--- src/hw/fcd_map.vh ---
// Overview of operation
// - Complement pattern inverts addressed file register, updates zero
// - Destination bit 0 to working, 1 to file
// - Decrement pattern subtracts one, routes result, updates zero
// - Decrement-and-skip subtracts one, leaves flags unchanged
// - Zero result cancels prefetched word, runs no-operation
// - Every word takes two cycles, a skipped word too; single word
`ifndef FCD_MAP_VH
`define FCD_MAP_VH
// Opcode patterns on bits 11:6 of the instruction word
`define FCD_OPC_HI            11
`define FCD_OPC_LO            6
`define FCD_OPC_COMPLEMENT    6'h09
`define FCD_OPC_DECREMENT     6'h03
`define FCD_OPC_DEC_SKIP      6'h0B
// Operand field positions
`define FCD_DEST_BIT          5
`define FCD_ADDR_HI           4
`define FCD_ADDR_LO           0
// Reset values
`define FCD_W_RESET           8'h00
`define FCD_Z_RESET           1'b0
`define FCD_NOP_WORD          12'h000
`endif

--- src/hw/fcd_file_mem.v ---
`timescale 1ns/100ps
// File register memory, registered read port
module fcd_file_mem #(
    parameter AW = 5,
    parameter DW = 8
) (
    // Clock
    input  wire          i_clk,
    input  wire          i_ce,
    // Read port
    input  wire [AW-1:0] i_raddr,
    output reg  [DW-1:0] o_rdata,
    // Write port
    input  wire          i_we,
    input  wire [AW-1:0] i_waddr,
    input  wire [DW-1:0] i_wdata
);
    reg [DW-1:0] mem [0:(1<<AW)-1];

    // No reset on storage, like real file registers
    always @(posedge i_clk) begin
        if (i_ce) begin
            if (i_we) begin
                mem[i_waddr] <= i_wdata;
            end
            o_rdata <= mem[i_raddr];
        end
    end
endmodule

--- src/hw/fcd_core.v ---
`timescale 1ns/100ps
`include "fcd_map.vh"
// Executes complement, decrement and decrement-skip-zero file operations.
// Each accepted word passes a fetch phase (operand read) then an execute
// phase (write back); a skip turns the following word into a no-operation.
// The operand memory has a registered read port, so the read address is
// steered from the offered word while idle; that buys one clean register
// stage on the read path at the cost of one idle cycle per word.
// Limitation: a debug load aimed at the same cycle as a file write back
// is lost, since the execute write owns the single write port.
// Words with any other opcode pass through execute as no-operations.
module fcd_core #(
    parameter AW = 5,
    parameter DW = 8
) (
    // Clock and reset
    input  wire          i_clk,
    input  wire          i_rst,
    input  wire          i_ce,
    // Instruction stream
    input  wire          i_valid,
    input  wire [11:0]   i_instr,
    // Debug write port into the file registers
    input  wire          i_load,
    input  wire [AW-1:0] i_load_addr,
    input  wire [DW-1:0] i_load_data,
    // State out
    output reg  [DW-1:0] o_w,
    output reg           o_zero,
    output reg           o_skip,
    output reg           o_done,
    output wire [DW-1:0] o_file_rdata
);
    // One-hot sequencer states
    localparam ST_IDLE = 2'b01;
    localparam ST_EXEC = 2'b10;

    // Width of the opcode field above the destination bit
    localparam OPC_W = `FCD_OPC_HI - `FCD_OPC_LO + 1;

    // Sequencer state and the word under execution
    reg  [1:0]       state;
    reg  [1:0]       next_state;
    reg  [11:0]      cur_instr;
    reg  [11:0]      next_cur_instr;
    reg              skip_pend;
    reg              next_skip_pend;

    // Next values of the visible state
    reg  [DW-1:0]    next_w;
    reg              next_zero;
    reg              next_skip;
    reg              next_done;

    // Operand path
    wire [DW-1:0]    rdata;
    wire [DW-1:0]    comp_res;
    wire [DW-1:0]    dec_res;
    reg  [DW-1:0]    result;

    // Decode of the word under execution
    wire [OPC_W-1:0] opc;
    wire             dest;
    wire [AW-1:0]    addr;
    wire [AW-1:0]    raddr;
    wire             is_comp;
    wire             is_dec;
    wire             is_dsz;
    wire             is_known;
    wire             in_idle;
    wire             in_exec;
    wire             take;
    wire             zres;

    // Shared write port of the file registers
    wire             file_we;
    wire             mem_we;
    wire [AW-1:0]    mem_waddr;
    wire [DW-1:0]    mem_wdata;

    // Registered read data goes straight out
    assign o_file_rdata = rdata;

    // Field extraction from the held word
    assign opc  = cur_instr[`FCD_OPC_HI:`FCD_OPC_LO];
    assign dest = cur_instr[`FCD_DEST_BIT];
    assign addr = cur_instr[`FCD_ADDR_HI:`FCD_ADDR_LO];

    // State decode; a word is only taken while idle
    assign in_idle = (state == ST_IDLE);
    assign in_exec = (state == ST_EXEC);
    assign take    = in_idle && i_valid;

    // Opcode decode; anything else runs as a no-operation
    assign is_comp  = (opc == `FCD_OPC_COMPLEMENT);
    assign is_dec   = (opc == `FCD_OPC_DECREMENT);
    assign is_dsz   = (opc == `FCD_OPC_DEC_SKIP);
    assign is_known = is_comp || is_dec || is_dsz;

    // Offered word addresses the memory while idle, so the operand
    // is already registered when execute starts
    assign raddr = in_idle ? i_instr[`FCD_ADDR_HI:`FCD_ADDR_LO] : addr;

    // Complement, one inverter per data bit
    genvar gi;
    generate
        for (gi = 0; gi < DW; gi = gi + 1) begin : g_comp
            assign comp_res[gi] = ~rdata[gi];
        end
    endgenerate

    // Decrement wraps from zero to all ones
    assign dec_res = rdata - {{(DW-1){1'b0}}, 1'b1};

    // Result select; both decrements share one subtractor
    always @* begin
        if (is_comp) begin
            result = comp_res;
        end else begin
            result = dec_res;
        end
    end

    // Zero detect feeds the flag and the skip decision
    assign zres = (result == {DW{1'b0}});

    // Write back to the file only for a known op with destination 1
    assign file_we = in_exec && dest && is_known;

    // Debug load shares the write port; execute write has priority
    assign mem_we    = file_we || i_load;
    assign mem_waddr = file_we ? addr : i_load_addr;
    assign mem_wdata = file_we ? result : i_load_data;

    // File register storage
    fcd_file_mem #(
        .AW(AW),
        .DW(DW)
    ) u_mem (
        .i_clk   (i_clk),
        .i_ce    (i_ce),
        .i_raddr (raddr),
        .o_rdata (rdata),
        .i_we    (mem_we),
        .i_waddr (mem_waddr),
        .i_wdata (mem_wdata)
    );

    // Next values of sequencer, working register and flags
    always @* begin
        next_state     = state;
        next_cur_instr = cur_instr;
        next_skip_pend = skip_pend;
        next_w         = o_w;
        next_zero      = o_zero;
        next_skip      = 1'b0;
        next_done      = 1'b0;
        case (state)
            ST_IDLE: begin
                if (take) begin
                    // Prefetched word dropped on a pending skip
                    next_cur_instr = skip_pend ? `FCD_NOP_WORD : i_instr;
                    next_skip      = skip_pend;
                    next_skip_pend = 1'b0;
                    next_state     = ST_EXEC;
                end
            end
            ST_EXEC: begin
                // Destination 0 steers the result to the working register
                if (is_known && !dest) begin
                    next_w = result;
                end
                // Skip variant leaves the zero flag alone
                if (is_comp || is_dec) begin
                    next_zero = zres;
                end
                // Skip is held until the next word is taken, however late
                if (is_dsz && zres) begin
                    next_skip_pend = 1'b1;
                end
                next_done  = 1'b1;
                next_state = ST_IDLE;
            end
            default: begin
                // Illegal code recovers to idle
                next_state = ST_IDLE;
            end
        endcase
    end

    // State registers; a low clock enable freezes everything
    always @(posedge i_clk or posedge i_rst) begin
        if (i_rst) begin
            state     <= ST_IDLE;
            cur_instr <= `FCD_NOP_WORD;
            skip_pend <= 1'b0;
            o_w       <= `FCD_W_RESET;
            o_zero    <= `FCD_Z_RESET;
            o_skip    <= 1'b0;
            o_done    <= 1'b0;
        end else if (i_ce) begin
            state     <= next_state;
            cur_instr <= next_cur_instr;
            skip_pend <= next_skip_pend;
            o_w       <= next_w;
            o_zero    <= next_zero;
            o_skip    <= next_skip;
            o_done    <= next_done;
        end
    end
endmodule

--- config.mk ---
export PLATFORM = sky130hd
export DESIGN_NAME = fcd_core
export DESIGN_NICKNAME = d
export VERILOG_FILES = /design/src/hw/fcd_file_mem.v /design/src/hw/fcd_core.v
export VERILOG_INCLUDE_DIRS = /design/src /design/src/hw
export SDC_FILE = /design/constraint.sdc
export NUM_CORES = 1
export LEC_CHECK = 0
export BUFFER_PORTS_ARGS = -buffer_cell sky130_fd_sc_hd__buf_2
export CAP_MARGIN = 0
export CORE_MARGIN = 4
export CORE_UTILIZATION = 40
export DETAILED_ROUTE_END_ITERATION = 8
export PLACE_DENSITY = 0.64
export SETUP_SLACK_MARGIN = 0.5
export SYNTH_ARGS = -nofsm -noshare
export SYNTH_HDL_FRONTEND = slang
export SYNTH_SLANG_ARGS = --single-unit
--- constraint.sdc ---
create_clock -name i_clk -period 3.9 [get_ports i_clk]
set_input_delay 0.78 -clock i_clk [delete_from_list [all_inputs] [get_ports i_clk]]
set_output_delay 0.78 -clock i_clk [all_outputs]
set_load 0.1 [all_outputs]
Word level (Yosys, flattened, before mapping)
Memories as Yosys holds them, arrays and structs flattened. A register that Yosys moved wholly into a read port is not among the register bits.
Index checks and enable logic that the tools add are counted.
Widths: inputs -> output; s select.

word-level totals
  register bits after elaboration = 26
  RAM bits = 256
  input bits = 30
  logic and storage cells = 56
  memories = 1

operators by class
  add/sub/neg operators = 1
  equal/unequal tests = 7
  mux-type cells = 16
  bitwise operators = 8
  reductions and logical operators = 16

memory list
  name       depth  width  read ports  clocked after memory_dff  wr ports  RTL line           text
  u_mem.mem  32     8      1           1                         1         fcd_file_mem.v:18  reg [DW-1:0] mem [0:(1<<AW)-1];

operator list
  operator             count
  $mux 8               2
  $eq 6x4->1 const B   2
  $mux 12              1
  $mux 5               2
  $reduce_and 3->1     3
  $logic_not 8->1      1
  $mux 1               8
  $not 1->1            8
  $sub 8x1->8 const B  1
  $eq 6x2->1 const B   1
  $logic_and 1x1->1    5
  $mux 2               2
  $ne 2x1->1 const B   2
  $reduce_and 4->1     1
  $logic_or 1x1->1     3
  $eq 2x1->1 const B   1
  $eq 2x2->1 const B   1
  $pmux 1 s2           1
  $reduce_and 2->1     1
  $reduce_bool 2->1    1
  $logic_not 1->1      1

Logic depth before layout (Yosys ltp)
Gate-level depths: netlist of the first run.

  depth in word-level cells = 8
  gate-level depth with buffers = 10
  depth with buffers taken out = 8

Hierarchy
Synthesis of the first run repeated with hierarchy kept, for this count alone.

unflattened totals
  cell total of the unflattened synthesis = 587
  area, all modules = 11,745.0 um^2

modules (own cells, without submodules)
  module        times used  cells an instance  area each (um^2)
  fcd_file_mem  1           418                10,138.5
  fcd_core      1           169                1,606.5

Worst setup path before layout of the first run
Ideal clock, no wire load.

  path kind = reg-to-reg
  start point = reg cur_instr[8]
  end point = mem u_mem.mem[11][0] (enable)
  library setup time = 0.383 ns
  data arrival time = 2.469 ns
  required time = 3.517 ns
  path slack = 1.048 ns
  stages on the path, launching flop included = 7
  path buffers = 1
  clock period less this slack = 2.852 ns
  path through = dfrtp_1 nor4b_4 o21ai_2 nor4b_4 mux2_2 buf_2 nor3_1

between the ends
  longest elaborated chain between the ends = 8
  elaborated cells on any way between the ends = 11
  those cells by class = 3 x eq/ne; 4 x mux; 4 x reduce/logical

RTL lines
  what                                                              RTL line           text
  from (decl)                                                       fcd_core.v:44      reg [11:0] cur_instr;
  from (signal assigned)                                            fcd_core.v:195     cur_instr <= `FCD_NOP_WORD;
  from (signal assigned)                                            fcd_core.v:203     cur_instr <= next_cur_instr;
  $eq 6x4->1 (no source line) / $eq 6x2->1 (equally long branches)  --
  $logic_or 1x1->1                                                  fcd_core.v:98      assign is_known = is_comp || is_dec || is_dsz;
  $logic_or 1x1->1 *                                                fcd_core.v:98
  $logic_and 1x1->1 *                                               fcd_core.v:128     assign file_we = in_exec && dest && is_known;
  $logic_or 1x1->1                                                  fcd_core.v:131     assign mem_we = file_we || i_load;
  $mux 1                                                            fcd_file_mem.v:23  if (i_we) begin
  $mux 1                                                            fcd_file_mem.v:22  if (i_ce) begin
  $mux 1 (not written as such)                                      fcd_file_mem.v:24  mem[i_waddr] <= i_wdata;
  to (decl)                                                         fcd_file_mem.v:18

Every way passes the cells marked *; elsewhere a longest branch is shown, timed or not.

Worst setup path after layout of the first run
  start point = reg state[0]
  end point = reg u_mem.o_rdata[7], read port of u_mem.mem, data pin

between the ends
  longest elaborated chain between the ends = 2

RTL lines
  what                    RTL line           text
  from (decl)             fcd_core.v:42      reg [1:0] state;
  from (signal assigned)  fcd_core.v:202     state <= next_state;
  $eq 2x1->1              fcd_core.v:90      assign in_idle = (state == ST_IDLE);
  $mux 5                  fcd_core.v:102     assign raddr = in_idle ? i_instr[`FCD_ADDR_HI:`FCD_ADDR_LO] : addr;
  to (decl)               fcd_file_mem.v:12  output reg [DW-1:0] o_rdata,

No other way between the ends.
A chain may end at the register's enable or synchronous reset.

==> results of run 1 <==
==> where the power goes <==
part | switching [uW] | internal [uW] | total (uW)
Combinational | 1330 | 553 | 1890
Clock | 1160 | 1670 | 2830
Sequential | 158 | 3510 | 3660
Total | 2650 | 5730 | 8380
==> flip-flops by register name (all words and copies together), names as in the netlist <==
register       cells
o_done             1
o_skip             1
o_zero             1
u_mem.o_rdata      8
o_w                8
u_mem.mem        256
state              2
cur_instr         12
skip_pend          1
==> cell type report <==
class                           count  area, um^2  share of cell area, %
Timing Repair Buffer              102       678.2                  4.758
Inverter                           11       41.29                 0.2897
Sequential cell                   290        8579                  60.20
Multi-Input combinational cell    559        3486                  24.46
Clock buffer                       35       769.5                  5.399
Tap cell                          396       495.5                  3.476
Clock inverter                     18       202.7                  1.422
==> worst max path at each step <==
stage | startpoint | end | cells after the start
after floorplan | cur_instr[8] | u_mem.mem[11][0] | 6
after global placement | state[0] | u_mem.o_rdata[7] | 8
after detailed placement | state[0] | u_mem.o_rdata[7] | 8
after CTS | state[0] | u_mem.o_rdata[7] | 8
after global routing | state[0] | u_mem.o_rdata[7] | 8
final | state[0] | u_mem.o_rdata[7] | 8
==> worst max-delay path, delay by kind of cell (launching register included) <==
kind	cells	cell delay (ps)
buf+inv	2	600
mux	1	390
flops	1	640
simple gates	2	580
compound gates	3	790
==> cell families (layout without fill, tap and decap cells) <==
family	count (synthesis)	count (layout)	synth area share, %
flops	290	290	69.21
simple gates	301	301	11.53
xor+xnor	8	8	0.5653
buf+inv	66	166	2.887
mux	60	60	5.390
compound gates	189	189	10.32
fa+ha+maj	1	1	0.1009
==> synth_stat cells (all sizes together), types with 8 or more instances <==
| master | n | area (um^2) |
|---|---|---|
| edfxtp | 264 | 7928 |
| nand2 | 151 | 566.8 |
| nor3 | 46 | 235.2 |
| a21oi | 40 | 200.2 |
| o21ai | 40 | 207.7 |
| mux2i | 38 | 405.4 |
| buf | 35 | 241.5 |
| nor2 | 32 | 122.6 |
| nand3 | 30 | 150.1 |
| dfrtp | 25 | 625.6 |
| a31oi | 24 | 175.2 |
| mux2 | 21 | 240.2 |
| clkbuf | 20 | 75.07 |
| a211oi | 15 | 112.6 |
| a22oi | 15 | 112.6 |
| a221oi | 12 | 105.1 |
| inv | 11 | 41.29 |
| nand4 | 9 | 56.30 |
| o221ai | 8 | 70.07 |
==> stage by stage <==
stage / area [um^2] / power, uW / hold WS (ps) / instances
2_1_floorplan: 12400 / 5009 / 451.1 / 915
3_3_place_gp: 13190 / 5538 / 486.0 / 1352
3_5_place_dp: 13190 / 5556 / 495.4 / 1352
4_1_cts: 14160 / 8366 / 463.1 / 1405
5_1_grt: 14250 / 8682 / 496.0 / 1411
6_report: 14250 / 8380 / 462.2 / 1411
==> repair_timing <==
item                                    in CTS  in global routing
setup buffers                                0                  6
gates cloned                                 0                  0
endpoints found under the setup margin       1                 24
resized for setup                            1                  5
==> metal layers <==
| layer | vias up | global-route usage (%) | part of all wire (%) |
|---|---|---|---|
| met5 | - | 0 | 0 |
| met4 | 0 | 6.093 | 3.0 |
| met3 | 52 | 3.008 | 7.2 |
| met2 | 331 | 27.54 | 45 |
| met1 | 3982 | 26.90 | 45 |
| li1 | 3678 | - | - |
==> flow_summary.ini, run 1 <==
[finish]
n_fill_cell = 2685
final_util_pct = 46.59
drive_gt1_share_pct = 18.33
nNetsFinal = 1025
diodes = 0
layout_common_cells = 264 x edfxtp_1, 151 x nand2_1, 51 x buf_4
final_common_cell = edfxtp_1
area_delta_synth_final_pct = 14.98

[die]
start_util_pct = 40.52
design.core.area_mm2 = 0.03059
die_x_um = 184.0
std_cell_rows = 64
ios = 49
die-height_um = 184.0
fp.dieArea_mm2 = 0.03387

[outcome]
status = completed

[synth]
synth-edff-count = 264
synth_fp_nets = 946
ys_seq_area_share_pct = 69.21
ys_types = 66
ys_ff_latch = 290
yosysWarningCount = 0
synth_area_mm2 = 0.01240
avgSynthCellArea_um2 = 13.55
syn_inst = 915
synth_flop_cell = edfxtp_1
async_flop_share_pct = 8.966

[grt]
grt_max_degree = 45
grt_pass1_wl_mm = 47.20
grt_use_total_pct = 18.20
first_global_vias = 7631
grt_antenna_before_repair = 0
grt-ovfl-total = 0

[critical_path]
critPathKind = flop to flop
cp_data_required_time_ps = 4170
critical_path.slowest_cell = dfstp_2
critPathMaxStageDelay_ps = 640
r2r-start = state[0]
worstPathMaxFanout = 36
cp.arrival_ps = 3610
start_kind = flop
ff2ff_path_depth = 8
crit_chain = nor2b_4, buf_4, mux2_2, buf_8, nand2_1, o22a_1, a31oi_1, a22oi_1
r2r-end = u_mem.o_rdata[7]
ff2ff_setup_slack_ps = 560
cp-end-kind = flop

[clock_network]
clkLatencyLatePin_ps = 560
cts-root-buf = clkbuf_16
clock_sinks = 290
max-clock-path-buffers = 3
cts_tree = built
htree_num_levels = 1
cts_hold_buffers = 0
cts_made_buffers = 30
path_clk_slew_ps = 60

[timing]
fin_crit_ps = 3338
slew_viol_final = 0
fin_skew_ps = 14.23
max_freq_mhz = 299.6
worst_slack_ps = 562.2
worst_pin_slew_ps = 1375
hold_viol_final = 0
setup_viol = 0
final.period_utilization_pct = 85.58
rsz0062_at_grt = yes
setup_tns_ps = 0
slew_headroom_pct = 7.715

[placement]
place_hpwl_mm = 20.69
gp_congestion = 0.8703
portBuffers = 48
place_ws_ps = 443.2

[pwr]
power_density_mw_per_mm2 = 587.9
ir_worst_vdd_mv = 0.3809
leakagePower_uw = 0.004949

[route]
antenna_left = 0
avgRoutedWirePerCell_um = 22.40
dr.first_iter.drc_count = 923
drc = 0
vias_per_cell = 5.700
routed_wl_mm = 31.61
vias = 8043
first_pass_iters = 5

[min_path]
hold_class = input pin to asynchronous set/reset pin

[run]
cap_violations = 0
Power figures use the tool's default switching activity.
==> run 2: changes to the inputs <==
--- a/config.mk
+++ b/config.mk
@@ -8,10 +8,12 @@
 export LEC_CHECK = 0
 export BUFFER_PORTS_ARGS = -buffer_cell sky130_fd_sc_hd__buf_2
 export CAP_MARGIN = 0
+export CELL_PAD_IN_SITES_DETAIL_PLACEMENT = 2
+export CELL_PAD_IN_SITES_GLOBAL_PLACEMENT = 2
 export CORE_MARGIN = 4
 export CORE_UTILIZATION = 40
 export DETAILED_ROUTE_END_ITERATION = 8
-export PLACE_DENSITY = 0.64
+export PLACE_DENSITY = 0.81
 export SETUP_SLACK_MARGIN = 0.5
 export SYNTH_ARGS = -nofsm -noshare
 export SYNTH_HDL_FRONTEND = slang
==> flow_summary.ini, run 2 (synthesis gave the netlist of run 1 again) <==
[route]
avgRoutedWirePerCell_um = 31.06
dr.first_iter.drc_count = 885
routed_wl_mm = 44.05
first_pass_iters = 5
vias = 8804
antenna_left = 0
vias_per_cell = 6.209
drc = 0

[clock_network]
max-clock-path-buffers = 3
path_clk_slew_ps = 60
htree_num_levels = 2
clock_sinks = 290
cts_made_buffers = 34
cts_tree = built
cts_hold_buffers = 0
cts-root-buf = clkbuf_16
clkLatencyLatePin_ps = 530

[die]
die_x_um = 184.0
std_cell_rows = 64
ios = 49
die-height_um = 184.0
design.core.area_mm2 = 0.03059
start_util_pct = 40.52
fp.dieArea_mm2 = 0.03387

[pwr]
ir_worst_vdd_mv = 0.3290
power_density_mw_per_mm2 = 618.5
leakagePower_uw = 0.005010

[placement]
place_hpwl_mm = 27.70
gp_congestion = 0.8582
portBuffers = 48

[critical_path]
cp_data_required_time_ps = 4030
critPathKind = flop to flop
start_kind = flop
ff2ff_path_depth = 6
cp-end-kind = flop
cp.arrival_ps = 3510
worstPathMaxFanout = 21

[finish]
final_common_cell = edfxtp_1
largest_register_ffs = 256
top_regs = u_mem.mem (256), cur_instr (12)
nNetsFinal = 1031
diodes = 0
regMostFlops = u_mem.mem
seq_area_mm2 = 0.008579
n_fill_cell = 2978
drive_gt1_share_pct = 19.18
layout_common_cells = 264 x edfxtp_1, 151 x nand2_1, 52 x buf_4
area_delta_synth_final_pct = 16.26
multi_input_area_mm2 = 0.003515

[timing]
setup_tns_ps = 0
fin_skew_ps = 30.38
hold_viol_final = 0
rsz0062_at_grt = yes
final.period_utilization_pct = 86.63
worst_pin_slew_ps = 1097
fin_crit_ps = 3379
max_freq_mhz = 296.0
setup_viol = 0
whs_ps = 505.1
slew_viol_final = 0
slew_headroom_pct = 26.81

[grt]
grt_pass1_wl_mm = 64.50
grt_antenna_before_repair = 0
grt_max_degree = 45
grt-ovfl-total = 0
first_global_vias = 9545
grt_use_total_pct = 25.64

[outcome]
status = completed

[min_path]
holdPathStages = 1
hold_class = flop to flop

[run]
cap_violations = 0
run 2: where the power goes:
part           total (uW)  switching (uW)  internal (uW)
clock network        3140            1270           1870
logic                2090            1510            579
registers            3690             181           3510
run 2: worst paths after layout:
path                               from                to  slack (ps)
setup reg to reg           cur_instr[8]  u_mem.mem[18][4]         520
setup / recovery           cur_instr[8]  u_mem.mem[18][4]         520
hold reg to reg                  o_w[0]            o_w[0]         510
min in group asynchronous         i_rst            o_w[6]         540
max in group asynchronous         i_rst      cur_instr[2]        2680
hold / removal                   o_w[0]            o_w[0]         510
run 2: repair_timing:
action	CTS	global route
gates cloned	0	0
gates resized for setup	2	7
buffers inserted	2	7
pin swaps	0	0
endpoints found under the setup margin	19	47
run 2: metrics by stage:
step / instances / worst slack, ps / area (um^2) / utilization, % / power [uW]
3_3_place_gp: 1351 / 538.5 / 13210 / 43.17 / 5609
5_1_grt: 1418 / 346.7 / 14410 / 47.11 / 9221
3_5_place_dp: 1351 / 436.7 / 13210 / 43.17 / 5711
4_1_cts: 1411 / 509.8 / 14320 / 46.82 / 8886
6_report: 1418 / 521.4 / 14410 / 47.11 / 8913
2_1_floorplan: 915 / 1048 / 12400 / - / 5009
run 2: final cells by class:
class / count / area share [%]
flip-flops and latches: 290 / 59.53
inverters: 11 / 0.2865
clock buffers: 45 / 6.407
clock inverters: 13 / 1.077
multi-input cells: 559 / 24.39
well taps: 396 / 3.438
repair buffers: 104 / 4.871
run 2: layer usage:
metal	global-route usage, %	part of all wire, %
met1	32.71	40
met4	10.32	4.3
met2	42.92	49
met5	0	0
met3	5.323	6.8
run 2: worst max-delay path: stages, from the launching register on:
cell,delay [ps]
dfrtp_1,410
nor4b_4,370
o21ai_2,140
nor4b_4,380
buf_4,400
a31oi_2,330
nor3_1,960
==> run 3: changes to the inputs <==
--- a/config.mk
+++ b/config.mk
@@ -13,6 +13,7 @@
 export CORE_MARGIN = 4
 export CORE_UTILIZATION = 40
 export DETAILED_ROUTE_END_ITERATION = 8
+export GPL_ROUTABILITY_DRIVEN = 0
 export PLACE_DENSITY = 0.81
 export SETUP_SLACK_MARGIN = 0.5
 export SYNTH_ARGS = -nofsm -noshare
==> constraint.sdc (replaced) <==
create_clock -name i_clk -period 3.9 [get_ports i_clk]
set_input_delay 0.39 -clock i_clk [delete_from_list [all_inputs] [get_ports i_clk]]
set_output_delay 0.39 -clock i_clk [all_outputs]
set_load 0.1 [all_outputs]
==> flow_summary.ini, run 3 (synthesis gave the netlist of run 1 again) <==
[critical_path]
timing.critical_path.mode_cell = buf_4
ff2ff_setup_slack_ps = 610
ff2ff_path_depth = 9
start_kind = flop
critPathMaxStageDelay_ps = 630
worstPathMaxFanout = 12
r2r-start = cur_instr[8]
r2r-end = u_mem.mem[9][6]
cp-end-kind = flop
critPathBufInv = 3
critical_path.slowest_cell = o21ai_1
cp_top_family = simple AND/OR/NAND/NOR gates
cp.arrival_ps = 3620
crit_chain = nor4b_4, o21ai_2, nor4b_4, buf_4, nor3_1, o21ai_1, buf_4, nor3_1, buf_4
critPathKind = flop to flop
cp_data_required_time_ps = 4230

[grt]
grt_use_total_pct = 24.66
grt_pass1_wl_mm = 62.41
grt_max_degree = 45
grt-ovfl-total = 0
grt_antenna_before_repair = 1
first_global_vias = 9331

[finish]
multi_input_area_mm2 = 0.003533
top_regs = u_mem.mem (256), cur_instr (12)
nNetsFinal = 1028
n_fill_cell = 2988
regMostFlops = u_mem.mem
largest_register_ffs = 256
drive_gt1_share_pct = 19.69
layout_common_cells = 264 x edfxtp_1, 151 x nand2_1, 53 x buf_4
final_common_cell = edfxtp_1
area_delta_synth_final_pct = 15.51
seq_area_mm2 = 0.008579
diodes = 0
final_cells = 1417

[pwr]
pwr-share-seq_pct = 42.8
internal_power_uw = 5727
p_clk_share_pct = 33.5
power_density_mw_per_mm2 = 602.7
p_sw_uw = 2903
p_sw_share_pct = 33.64
leakagePower_uw = 0.004978
ir_worst_vdd_mv = 0.3702
p_comb_share_pct = 23.7

[timing]
worst_pin_slew_ps = 1181
setup_tns_ps = 0
fin_crit_ps = 3288
hold_viol_final = 0
slew_viol_final = 0
fin_skew_ps = 24.61
rsz0062_at_grt = no
max_freq_mhz = 304.1
setup_viol = 0
final.period_utilization_pct = 84.31
slew_headroom_pct = 20.76

[clock_network]
path_clk_slew_ps = 60
cts_tree = built
clock_sinks = 290
cts_hold_buffers = 0
max-clock-path-buffers = 3
clkLatencyLatePin_ps = 580
cts-root-buf = clkbuf_16
cts_made_buffers = 31
htree_num_levels = 1

[die]
fp.dieArea_mm2 = 0.03387
design.core.area_mm2 = 0.03059
std_cell_rows = 64
die_x_um = 184.0
ios = 49
die-height_um = 184.0
start_util_pct = 40.52

[route]
routed_wl_mm = 42.57
drc = 0
met3_length_mm = 2.793
top_layer_used = met5
vias = 8690
antenna_left = 0
wl_met1_mm = 17.15
vias_per_cell = 6.133
dr.first_iter.drc_count = 1006
wl_met2_mm = 20.82
avgRoutedWirePerCell_um = 30.04
first_pass_iters = 5

[run]
cap_violations = 0

[placement]
dp_cells = 1352
place_hpwl_mm = 27.82
portBuffers = 48

[outcome]
status = completed

[min_path]
hold_class = input pin to asynchronous set/reset pin
run 3: what timing repair did:
item,4_1_cts,5_1_grt
setup endpoints to repair,35,39
resized for setup,5,8
buffers inserted,2,6
endpoints found under the hold margin,0,0
gates cloned,0,0
run 3: how the worst max path moves through the flow:
stage / startpoint / to / cells past startpoint
2_1_floorplan: cur_instr[8] / u_mem.mem[11][0] / 6
3_3_place_gp: state[0] / u_mem.o_rdata[2] / 8
3_5_place_dp: cur_instr[8] / u_mem.mem[17][4] / 6
4_1_cts: cur_instr[8] / u_mem.mem[7][1] / 7
5_1_grt: cur_instr[8] / u_mem.mem[29][4] / 9
6_report: cur_instr[8] / u_mem.mem[9][6] / 9
run 3: metrics by stage:
| stage | util (%) | power, uW | hold slack, ps | setup slack [ps] | area (um^2) |
|---|---|---|---|---|---|
| 2_1_floorplan | - | 5009 | 429.3 | 1048 | 12400 |
| 3_3_place_gp | 43.12 | 5596 | 480.3 | 483.5 | 13190 |
| 3_5_place_dp | 43.12 | 5691 | 496.5 | 234.4 | 13190 |
| 4_1_cts | 46.50 | 8628 | 50.23 | 539.1 | 14220 |
| 5_1_grt | 46.81 | 8951 | 106.0 | 480.8 | 14320 |
| 6_report | 46.81 | 8630 | 55.97 | 611.9 | 14320 |
run 3: metal layers:
layer	track usage [%]	up-vias
li1	-	3676
met3	3.977	104
met4	9.406	2
met2	41.35	374
met5	0	-
met1	32.38	4534
run 3: area by class of cell:
type	instances	share of cell area, %
clock inverters	24	1.372
inverters	11	0.2884
repair buffers	104	4.815
multi-input cells	559	24.68
flip-flops and latches	290	59.92
well taps	396	3.460
clock buffers	33	5.470
run 3: power groups by stage:
stage          registers (uW)  logic [uW]  clock network [uW]
2_1_floorplan            3920        1090                   0
6_report                 3690        2050                2890
3_3_place_gp             3730        1860                   0
5_1_grt                  3700        2170                3080
4_1_cts                  3680        1990                2950
3_5_place_dp             3740        1950                   0
